File: config.mk
export PLATFORM = sky130hd
export DESIGN_NAME = msl_top
export DESIGN_NICKNAME = d
export VERILOG_FILES = /design/src/verilog/msl_pkg.sv /design/src/verilog/msl_timer.sv /design/src/verilog/msl_axil.sv /design/src/verilog/msl_top.sv
export VERILOG_INCLUDE_DIRS = /design/src /design/src/verilog
export SDC_FILE = /design/constraint.sdc
export NUM_CORES = 1
export LEC_CHECK = 0
export BUFFER_PORTS_ARGS = -buffer_cell sky130_fd_sc_hd__buf_4
export CAP_MARGIN = 20
export CORE_MARGIN = 1
export CORE_UTILIZATION = 34
export CTS_CLUSTER_DIAMETER = 100
export DETAILED_ROUTE_END_ITERATION = 10
export PLACE_DENSITY = 0.66
export SYNTH_ARGS = -nofsm -noshare
export SYNTH_HDL_FRONTEND = slang
export SYNTH_SLANG_ARGS = --single-unit
File: constraint.sdc
create_clock -name aclk -period 2.6 [get_ports aclk]
set_input_delay 0.39 -clock aclk [delete_from_list [all_inputs] [get_ports aclk]]
set_output_delay 0.39 -clock aclk [all_outputs]
set_load 0.1 [all_outputs]
File: src/verilog/msl_regs.svh
// Purpose: register offsets, field positions, reset values and timing figures of the status lamp controller
// Assumes: 32-bit AXI4-Lite data, one register per aligned word
// Notes: times are in milliseconds, the clock rate in kilohertz
`ifndef MSL_REGS_SVH
`define MSL_REGS_SVH

// ==========================================================
// register map
`define MSL_ADDR_W 4
`define MSL_OFF_CTRL 4'h0
`define MSL_OFF_STAT 4'h4
`define MSL_OFF_SHOW 4'h8

// ==========================================================
// control register, write-one pulses, reads as zero
`define MSL_CTRL_START_BIT 0
`define MSL_CTRL_DONE_BIT 1

// ==========================================================
// status register, written by software from the module's status read over the serial link
`define MSL_STAT_W 4
`define MSL_STAT_RST 4'h0
`define MSL_STAT_OPER_BIT 0
`define MSL_STAT_STANDBY_BIT 1
`define MSL_STAT_RECOV_BIT 2
`define MSL_STAT_FATAL_BIT 3

// ==========================================================
// display register fields
`define MSL_SHOW_MODE_LSB 0
`define MSL_SHOW_GREEN_BIT 3
`define MSL_SHOW_RED_BIT 4
`define MSL_SHOW_BUSY_BIT 5
`define MSL_SHOW_NETGO_BIT 6

// ==========================================================
// responses and timing
`define MSL_RESP_OKAY 2'h0
`define MSL_RESP_SLVERR 2'h2
`define MSL_CLK_KHZ 250000
`define MSL_TEST_STEP_MS 250
`define MSL_FLASH_HALF_MS 500

`endif

File: src/verilog/msl_pkg.sv
// Purpose: types and shared functions of the status lamp controller
// Assumes: msl_regs.svh holds every number
// Notes: none
package msl_pkg;
`include "msl_regs.svh"

  typedef enum logic [2:0] {
    MSL_M_OFF,
    MSL_M_GREEN,
    MSL_M_GREEN_FLASH,
    MSL_M_RED_FLASH,
    MSL_M_RED,
    MSL_M_TEST_GREEN,
    MSL_M_TEST_RED
  } msl_mode_e;

  typedef enum logic [1:0] {
    MSL_S_IDLE,
    MSL_S_GREEN,
    MSL_S_RED,
    MSL_S_HOLD
  } msl_seq_e;

  // a mapped register: word aligned and not past the last one
  function automatic logic msl_hit(input logic [`MSL_ADDR_W-1:0] addr);
    msl_hit = (addr[1:0] == 2'h0) && (addr <= `MSL_OFF_SHOW);
  endfunction

  // lamp colours for a display mode, bit 1 green, bit 0 red
  function automatic logic [1:0] msl_lamp(input msl_mode_e mode, input logic phase);
    case (mode)
      MSL_M_GREEN, MSL_M_TEST_GREEN: msl_lamp = 2'h2;
      MSL_M_GREEN_FLASH: msl_lamp = {phase, 1'b0};
      MSL_M_RED_FLASH: msl_lamp = {1'b0, phase};
      MSL_M_RED, MSL_M_TEST_RED: msl_lamp = 2'h1;
      default: msl_lamp = 2'h0;
    endcase
  endfunction
endpackage

File: src/verilog/msl_timer.sv
// Purpose: wrapping cycle counter that pulses once every LEN cycles
// Assumes: LEN at least 1
// Notes: clear restarts the count, the pulse follows LEN + 1 cycles after the clear
`timescale 1ns/1ps
module msl_timer #(
  parameter int unsigned LEN = 4
) (
  input wire logic aclk,
  input wire logic aresetn,
  input wire logic clear,
  output logic done
);
  import msl_pkg::*;

  localparam int unsigned W = $clog2(LEN + 1);

  logic [W-1:0] cnt_q, cnt_d;
  logic done_q, done_d;
  logic last;

  assign last = (cnt_q == W'(LEN - 1));
  assign done = done_q;

  always_comb begin
    cnt_d = last ? '0 : cnt_q + W'(1);
    done_d = last && !clear;
    if (clear) begin
      cnt_d = '0;
    end
  end

  always_ff @(posedge aclk) begin
    if (!aresetn) begin
      cnt_q <= '0;
      done_q <= 1'b0;
    end else begin
      cnt_q <= cnt_d;
      done_q <= done_d;
    end
  end
endmodule

File: src/verilog/msl_axil.sv
// Purpose: AXI4-Lite slave handshake for the status lamp controller registers
// Assumes: master holds address and data until taken, one write and one read at a time
// Notes: write taken one cycle after both valids, answer one cycle later; read likewise
`timescale 1ns/1ps
`include "msl_regs.svh"
module msl_axil (
  input wire logic aclk,
  input wire logic aresetn,
  input wire logic [`MSL_ADDR_W-1:0] awaddr,
  input wire logic awvalid,
  output logic awready,
  input wire logic wvalid,
  output logic wready,
  output logic [1:0] bresp,
  output logic bvalid,
  input wire logic bready,
  input wire logic [`MSL_ADDR_W-1:0] araddr,
  input wire logic arvalid,
  output logic arready,
  output logic [31:0] rdata,
  output logic [1:0] rresp,
  output logic rvalid,
  input wire logic rready,
  input wire logic [31:0] rd_data,
  output logic wr_en
);
  import msl_pkg::*;

  logic awready_q, awready_d, arready_q, arready_d;
  logic bvalid_q, bvalid_d, rvalid_q, rvalid_d;
  logic [1:0] bresp_q, bresp_d, rresp_q, rresp_d;
  logic [31:0] rdata_q, rdata_d;

  assign awready = awready_q;
  assign wready = awready_q;
  assign wr_en = awready_q;
  assign arready = arready_q;
  assign bvalid = bvalid_q;
  assign bresp = bresp_q;
  assign rvalid = rvalid_q;
  assign rresp = rresp_q;
  assign rdata = rdata_q;

  always_comb begin
    awready_d = awvalid && wvalid && !awready_q && !bvalid_q;
    arready_d = arvalid && !arready_q && !rvalid_q;
    bvalid_d = bvalid_q && !bready;
    bresp_d = bresp_q;
    rvalid_d = rvalid_q && !rready;
    rresp_d = rresp_q;
    rdata_d = rdata_q;
    if (awready_q) begin
      bvalid_d = 1'b1;
      bresp_d = msl_hit(awaddr) ? `MSL_RESP_OKAY : `MSL_RESP_SLVERR;
    end
    if (arready_q) begin
      rvalid_d = 1'b1;
      rresp_d = msl_hit(araddr) ? `MSL_RESP_OKAY : `MSL_RESP_SLVERR;
      rdata_d = rd_data;
    end
  end

  always_ff @(posedge aclk) begin
    if (!aresetn) begin
      awready_q <= 1'b0;
      arready_q <= 1'b0;
      bvalid_q <= 1'b0;
      bresp_q <= 2'h0;
      rvalid_q <= 1'b0;
      rresp_q <= 2'h0;
      rdata_q <= 32'h0000_0000;
    end else begin
      awready_q <= awready_d;
      arready_q <= arready_d;
      bvalid_q <= bvalid_d;
      bresp_q <= bresp_d;
      rvalid_q <= rvalid_d;
      rresp_q <= rresp_d;
      rdata_q <= rdata_d;
    end
  end
endmodule

File: src/verilog/msl_top.sv
// Purpose: host-side driver of the bi-colour module state lamp, with the power-up test sequence
// Assumes: software reads the communication module over the serial link and copies its status here
// Notes: all lamp and handshake outputs are registered
//
// What this block does
// host drives both colours of the bi-colour lamp itself
// module status reaches the host by serial link
// operational: lamp steady green
// standby, not configured: lamp flashes green
// recoverable fault or bad configuration: flashes red
// non-recoverable fault: lamp steady red
// self-test: green, red, then green until done
// module lamp test before or with network tests
// several network lamp tests may run serially
// after self-test, show normal operational state
// no address conflict detection, no state
// flashing uses one second period, half duty
// priority: fatal, recoverable, standby, operational
`timescale 1ns/1ps
`include "msl_regs.svh"
module msl_top #(
  parameter int unsigned FLASH_HALF_CYC = `MSL_FLASH_HALF_MS * `MSL_CLK_KHZ,
  parameter int unsigned TEST_STEP_CYC = `MSL_TEST_STEP_MS * `MSL_CLK_KHZ
) (
  input wire logic aclk,
  input wire logic aresetn,
  input wire logic [`MSL_ADDR_W-1:0] s_axi_awaddr,
  input wire logic [2:0] s_axi_awprot,
  input wire logic s_axi_awvalid,
  output logic s_axi_awready,
  input wire logic [31:0] s_axi_wdata,
  input wire logic [3:0] s_axi_wstrb,
  input wire logic s_axi_wvalid,
  output logic s_axi_wready,
  output logic [1:0] s_axi_bresp,
  output logic s_axi_bvalid,
  input wire logic s_axi_bready,
  input wire logic [`MSL_ADDR_W-1:0] s_axi_araddr,
  input wire logic [2:0] s_axi_arprot,
  input wire logic s_axi_arvalid,
  output logic s_axi_arready,
  output logic [31:0] s_axi_rdata,
  output logic [1:0] s_axi_rresp,
  output logic s_axi_rvalid,
  input wire logic s_axi_rready,
  output logic module_state_lamp_green,
  output logic module_state_lamp_red,
  output logic net_test_go
);
  import msl_pkg::*;

  // ==========================================================
  // bus slave
  logic wr_en;
  logic [31:0] rd_data;

  msl_axil u_axil (
    .aclk(aclk),
    .aresetn(aresetn),
    .awaddr(s_axi_awaddr),
    .awvalid(s_axi_awvalid),
    .awready(s_axi_awready),
    .wvalid(s_axi_wvalid),
    .wready(s_axi_wready),
    .bresp(s_axi_bresp),
    .bvalid(s_axi_bvalid),
    .bready(s_axi_bready),
    .araddr(s_axi_araddr),
    .arvalid(s_axi_arvalid),
    .arready(s_axi_arready),
    .rdata(s_axi_rdata),
    .rresp(s_axi_rresp),
    .rvalid(s_axi_rvalid),
    .rready(s_axi_rready),
    .rd_data(rd_data),
    .wr_en(wr_en)
  );

  logic ctrl_wr, stat_wr, start_wr, done_wr;

  assign ctrl_wr = wr_en && s_axi_wstrb[0] && (s_axi_awaddr == `MSL_OFF_CTRL);
  assign stat_wr = wr_en && s_axi_wstrb[0] && (s_axi_awaddr == `MSL_OFF_STAT);
  assign start_wr = ctrl_wr && s_axi_wdata[`MSL_CTRL_START_BIT];
  assign done_wr = ctrl_wr && s_axi_wdata[`MSL_CTRL_DONE_BIT];

  // ==========================================================
  // timers
  logic flash_tick, step_tick, step_clear;

  msl_timer #(.LEN(FLASH_HALF_CYC)) u_flash (
    .aclk(aclk),
    .aresetn(aresetn),
    .clear(1'b0),
    .done(flash_tick)
  );

  msl_timer #(.LEN(TEST_STEP_CYC)) u_step (
    .aclk(aclk),
    .aresetn(aresetn),
    .clear(step_clear),
    .done(step_tick)
  );

  // ==========================================================
  // status copy and self-test sequence
  logic [`MSL_STAT_W-1:0] stat_q, stat_d;
  msl_seq_e seq_q, seq_d;
  logic done_seen_q, done_seen_d;

  // status bits carry no address conflict indication
  always_comb begin
    stat_d = stat_q;
    if (stat_wr) begin
      stat_d = s_axi_wdata[`MSL_STAT_W-1:0];
    end
  end

  assign step_clear = start_wr && (seq_q == MSL_S_IDLE);

  always_comb begin
    seq_d = seq_q;
    done_seen_d = done_seen_q;
    case (seq_q)
      MSL_S_IDLE: begin
        if (start_wr) begin
          seq_d = MSL_S_GREEN;
          done_seen_d = 1'b0;
        end
      end
      MSL_S_GREEN: begin
        if (step_tick) begin
          seq_d = MSL_S_RED;
        end
      end
      MSL_S_RED: begin
        if (step_tick) begin
          seq_d = MSL_S_HOLD;
        end
      end
      MSL_S_HOLD: begin
        if (done_seen_q) begin
          seq_d = MSL_S_IDLE;
        end
      end
      default: seq_d = MSL_S_IDLE;
    endcase
    // an early completion is kept so that the hold ends at once
    if (done_wr && (seq_q != MSL_S_IDLE)) begin
      done_seen_d = 1'b1;
    end
  end

  always_ff @(posedge aclk) begin
    if (!aresetn) begin
      stat_q <= `MSL_STAT_RST;
      seq_q <= MSL_S_IDLE;
      done_seen_q <= 1'b0;
    end else begin
      stat_q <= stat_d;
      seq_q <= seq_d;
      done_seen_q <= done_seen_d;
    end
  end

  // ==========================================================
  // display mode and lamp drive
  msl_mode_e mode_q, mode_d;
  logic flash_q, flash_d;
  logic green_q, green_d, red_q, red_d, net_go_q, net_go_d;

  always_comb begin
    flash_d = flash_tick ? !flash_q : flash_q;
    case (seq_d)
      MSL_S_GREEN, MSL_S_HOLD: mode_d = MSL_M_TEST_GREEN;
      MSL_S_RED: mode_d = MSL_M_TEST_RED;
      default: begin
        if (stat_q[`MSL_STAT_FATAL_BIT]) begin
          mode_d = MSL_M_RED;
        end else if (stat_q[`MSL_STAT_RECOV_BIT]) begin
          mode_d = MSL_M_RED_FLASH;
        end else if (stat_q[`MSL_STAT_STANDBY_BIT]) begin
          mode_d = MSL_M_GREEN_FLASH;
        end else if (stat_q[`MSL_STAT_OPER_BIT]) begin
          mode_d = MSL_M_GREEN;
        end else begin
          mode_d = MSL_M_OFF;
        end
      end
    endcase
    {green_d, red_d} = msl_lamp(mode_d, flash_d);
    // network lamp tests are released together with the module lamp test
    net_go_d = (seq_d != MSL_S_IDLE);
  end

  always_ff @(posedge aclk) begin
    if (!aresetn) begin
      mode_q <= MSL_M_OFF;
      flash_q <= 1'b0;
      green_q <= 1'b0;
      red_q <= 1'b0;
      net_go_q <= 1'b0;
    end else begin
      mode_q <= mode_d;
      flash_q <= flash_d;
      green_q <= green_d;
      red_q <= red_d;
      net_go_q <= net_go_d;
    end
  end

  assign module_state_lamp_green = green_q;
  assign module_state_lamp_red = red_q;
  assign net_test_go = net_go_q;

  // ==========================================================
  // flash run length, watched by the period check
  // the run count starts at reset, a cycle earlier than after a pulse, so the first pulse reads one more and only later ones are judged
  logic [31:0] flash_run_q, flash_run_d;
  logic flash_seen_q, flash_seen_d;

  always_comb begin
    flash_run_d = flash_run_q + 32'h0000_0001;
    flash_seen_d = flash_seen_q;
    if (flash_tick) begin
      flash_run_d = 32'h0000_0000;
      flash_seen_d = 1'b1;
    end
  end

  always_ff @(posedge aclk) begin
    if (!aresetn) begin
      flash_run_q <= 32'h0000_0000;
      flash_seen_q <= 1'b0;
    end else begin
      flash_run_q <= flash_run_d;
      flash_seen_q <= flash_seen_d;
    end
  end

  // ==========================================================
  // read data
  always_comb begin
    rd_data = 32'h0000_0000;
    case (s_axi_araddr)
      `MSL_OFF_STAT: rd_data[`MSL_STAT_W-1:0] = stat_q;
      `MSL_OFF_SHOW: begin
        rd_data[`MSL_SHOW_MODE_LSB +: 3] = mode_q;
        rd_data[`MSL_SHOW_GREEN_BIT] = green_q;
        rd_data[`MSL_SHOW_RED_BIT] = red_q;
        rd_data[`MSL_SHOW_BUSY_BIT] = (seq_q != MSL_S_IDLE);
        rd_data[`MSL_SHOW_NETGO_BIT] = net_go_q;
      end
      default: rd_data = 32'h0000_0000;
    endcase
  end
endmodule

==> impl_metrics.tcl <==
set metrics [dict create \
    outcome "completed" \
    start_util 0.350 \
    drive_gt1_frac 0.126 \
    fp-row-count 38 \
    ys_seq_area_frac 0.433 \
    cts_inserted_buffers 9 \
    crit_chain "ha_1, nand4_1, or4_1, or3_1, a21oi_1" \
    coreArea_sq_um 10800 \
    postCtsSetupRepairBufs 0 \
    cts_hold_buffers 0 \
    fmaxAchievable_ghz 0.461 \
    final_cells 624 \
    fin_ws_ns 0.433 \
    arrival_ns 2.46 \
    rsz0062_at_grt "false" \
    fillers 1087 \
    antenna_found_initial 0 \
    mostFrequentLayoutCell "dfxtp_1" \
    first_global_vias 2816 \
    clk_latency_ns 0.35 \
    clk_pin_slew_worst_paths_ns 0.08 \
    r2r_cells 5 \
    holdPathStages 3 \
    hpwl_um 5490 \
    crit_path_max_fanout 9 \
    chipHeight_um 108 \
    grt_overflow 0 \
    routed_wirelength_um 7630 \
    synth_area_leaders "dfxtp_1 43%, buf_4 5.5%, nor2_1 4.7%, a21oi_1 4.5%, xnor2_1 3.7%" \
    relSlewSlack 0.656 \
    syn2layout_area_growth_pct 13.4 \
    via_per_inst 5.07 \
    avgSynthCellArea_sq_um 8.56 \
    synth_edf_count 0 \
    syn_inst 443 \
    cp_slowest_cell "or4_1" \
    ios 101 \
    yosys_warnings 0 \
    netlist-cell-type-count 51 \
    cts_num_sinks 82 \
    crit_path_max_incr_delay_ns 0.73 \
    io_buffer_count 36 \
    route.vias.total 3166 \
    first_iter_violations 198 \
    wl_per_cell_um 12.2 \
    powerDensity_nw_per_um2 584 \
    cap_violations 0 \
    setup_viol 0 \
    synth-main-ff-cell "dfxtp_1" \
    synth_area_leader_cell "dfxtp_1" \
    synth_seq_cells 82 \
    cts_buffer_depth 2 \
    fin_crit_ns 2.17 \
    synth_top_area_share 0.433 \
    netlist_area_sq_um 3790 \
    min_path_type "input pin to flip-flop" \
    fin_crit_sh 0.834 \
    start_kind "flip-flop" \
    place.gp.congestion 0.824 \
    place_ws_ns 0.450 \
    die_area_sq_um 11600 \
    htreeDepth 3 \
    fin_hold_ws_ns 0.284 \
    n_antenna_cell 0 \
    drc 0 \
    grt_pass1_wl_um 12700 \
    crit_type "flip-flop to flip-flop" \
    critical_path_required_ns 2.89 \
    p_leak_uw 0.00154 \
    tns_ns 0 \
    vdd_drop_max_mv 0.257 \
    skew_ns 0.0115 \
    grt_max_degree 27 \
    root_buffer "clkbuf_8" \
    finalHoldViolations 0 \
    async_reset_ff_frac 0 \
    end_kind "flip-flop" \
    postRouteAntennaNets 0 \
    cts_tree "yes" \
    drv_slew 0 \
    track_usage 0.137 \
    numPlacedInstances 608 \
    die_w_um 108 \
    final_cell_mix "82 x dfxtp_1, 47 x nor2_1, 40 x buf_4, 34 x a21oi_1, 27 x conb_1" \
    cts_resized 0 \
    nets 538 \
    drt-pass1-iter-count 4 \
    worst_pin_slew_ns 0.510 \
]
==> state kept, by name, summed over array words and instances, names as in the netlist <==
signal	cells
done_seen_q	1
flash_q	1
mode_q	3
module_state_lamp_green	1
module_state_lamp_red	1
net_test_go	1
seq_q	2
stat_q	4
u_axil.arready	1
u_axil.awready	1
u_axil.bresp	1
u_axil.bvalid	1
u_axil.rdata	7
u_axil.rresp	1
u_axil.rvalid	1
u_flash.cnt_q	27
u_flash.done	1
u_step.cnt_q	26
u_step.done	1
==> power breakdown <==
part	switching, uW	internal (uW)
combinational	258	45.1
sequential	16.3	1270
clock	429	497
==> cell type report <==
class / instances / area (sq um) / share of cell area
Timing Repair Buffer: 40 / 300 / 0.0698
Clock buffer: 14 / 163 / 0.0378
Multi-Input combinational cell: 331 / 1930 / 0.449
Inverter: 15 / 56.3 / 0.0131
Clock inverter: 2 / 35.0 / 0.00815
Sequential cell: 82 / 1640 / 0.382
Tap cell: 140 / 175 / 0.0407
==> worst max-delay path, delay by kind of cell (launching register included) <==
kind            cells  cell delay, ns
simple gates        3            1.34
compound gates      1            0.14
flops               1            0.38
fa+ha+maj           1            0.27
==> synth_stat cells (all sizes together) (8+ instances only) <==
cell type	number
a21oi	34
buf	30
clkbuf	11
dfxtp	82
inv	14
nand2	22
nand3	20
nand4	17
nor2	47
o21ai	24
or3	19
or4	8
xnor2	16
xor2	10
==> layer usage <==
layer  part of all wire  up-vias  GRT usage
met5                  0        -          0
met4              0.012        0     0.0675
met3              0.047        9     0.0230
met2               0.47       76      0.231
met1               0.47     1487      0.169
li1                   -     1594          -
==> per-stage QoR <==
stage | utilization | total power, uW | area (sq um)
after floorplan | - | 1600 | 3890
after global placement | 0.378 | 1610 | 4100
after detailed placement | 0.378 | 1620 | 4100
after CTS | 0.397 | 2540 | 4300
after global routing | 0.397 | 2600 | 4300
final | 0.397 | 2510 | 4300
==> logic make-up (layout without fill, tap and decap cells) <==
logic type | Yosys count | after routing | synth area share
other | 1 | 27 | 0.000989
DFF | 82 | 82 | 0.433
AOI/OAI and AO/OA | 83 | 83 | 0.126
muxes | 4 | 4 | 0.0106
adders and majority gates | 2 | 2 | 0.00660
and+or+nand+nor | 189 | 189 | 0.279
buffers and inverters | 56 | 71 | 0.0838
xor gates and xnor gates | 26 | 26 | 0.0601
==> worst paths after layout <==
| check | from | endpoint | slack (ns) |
|---|---|---|---|
| max reg2reg | u_step.cnt_q[0]$_SDFF_PP0_ | u_step.cnt_q[18]$_SDFF_PP0_ | 0.43 |
| max | u_step.cnt_q[0]$_SDFF_PP0_ | u_step.cnt_q[18]$_SDFF_PP0_ | 0.43 |
| min reg2reg | u_axil.bvalid$_SDFF_PN0_ | u_axil.awready$_SDFF_PN0_ | 0.46 |
| min | s_axi_wvalid | u_axil.awready$_SDFF_PN0_ | 0.28 |
Power figures use the tool's default switching activity.
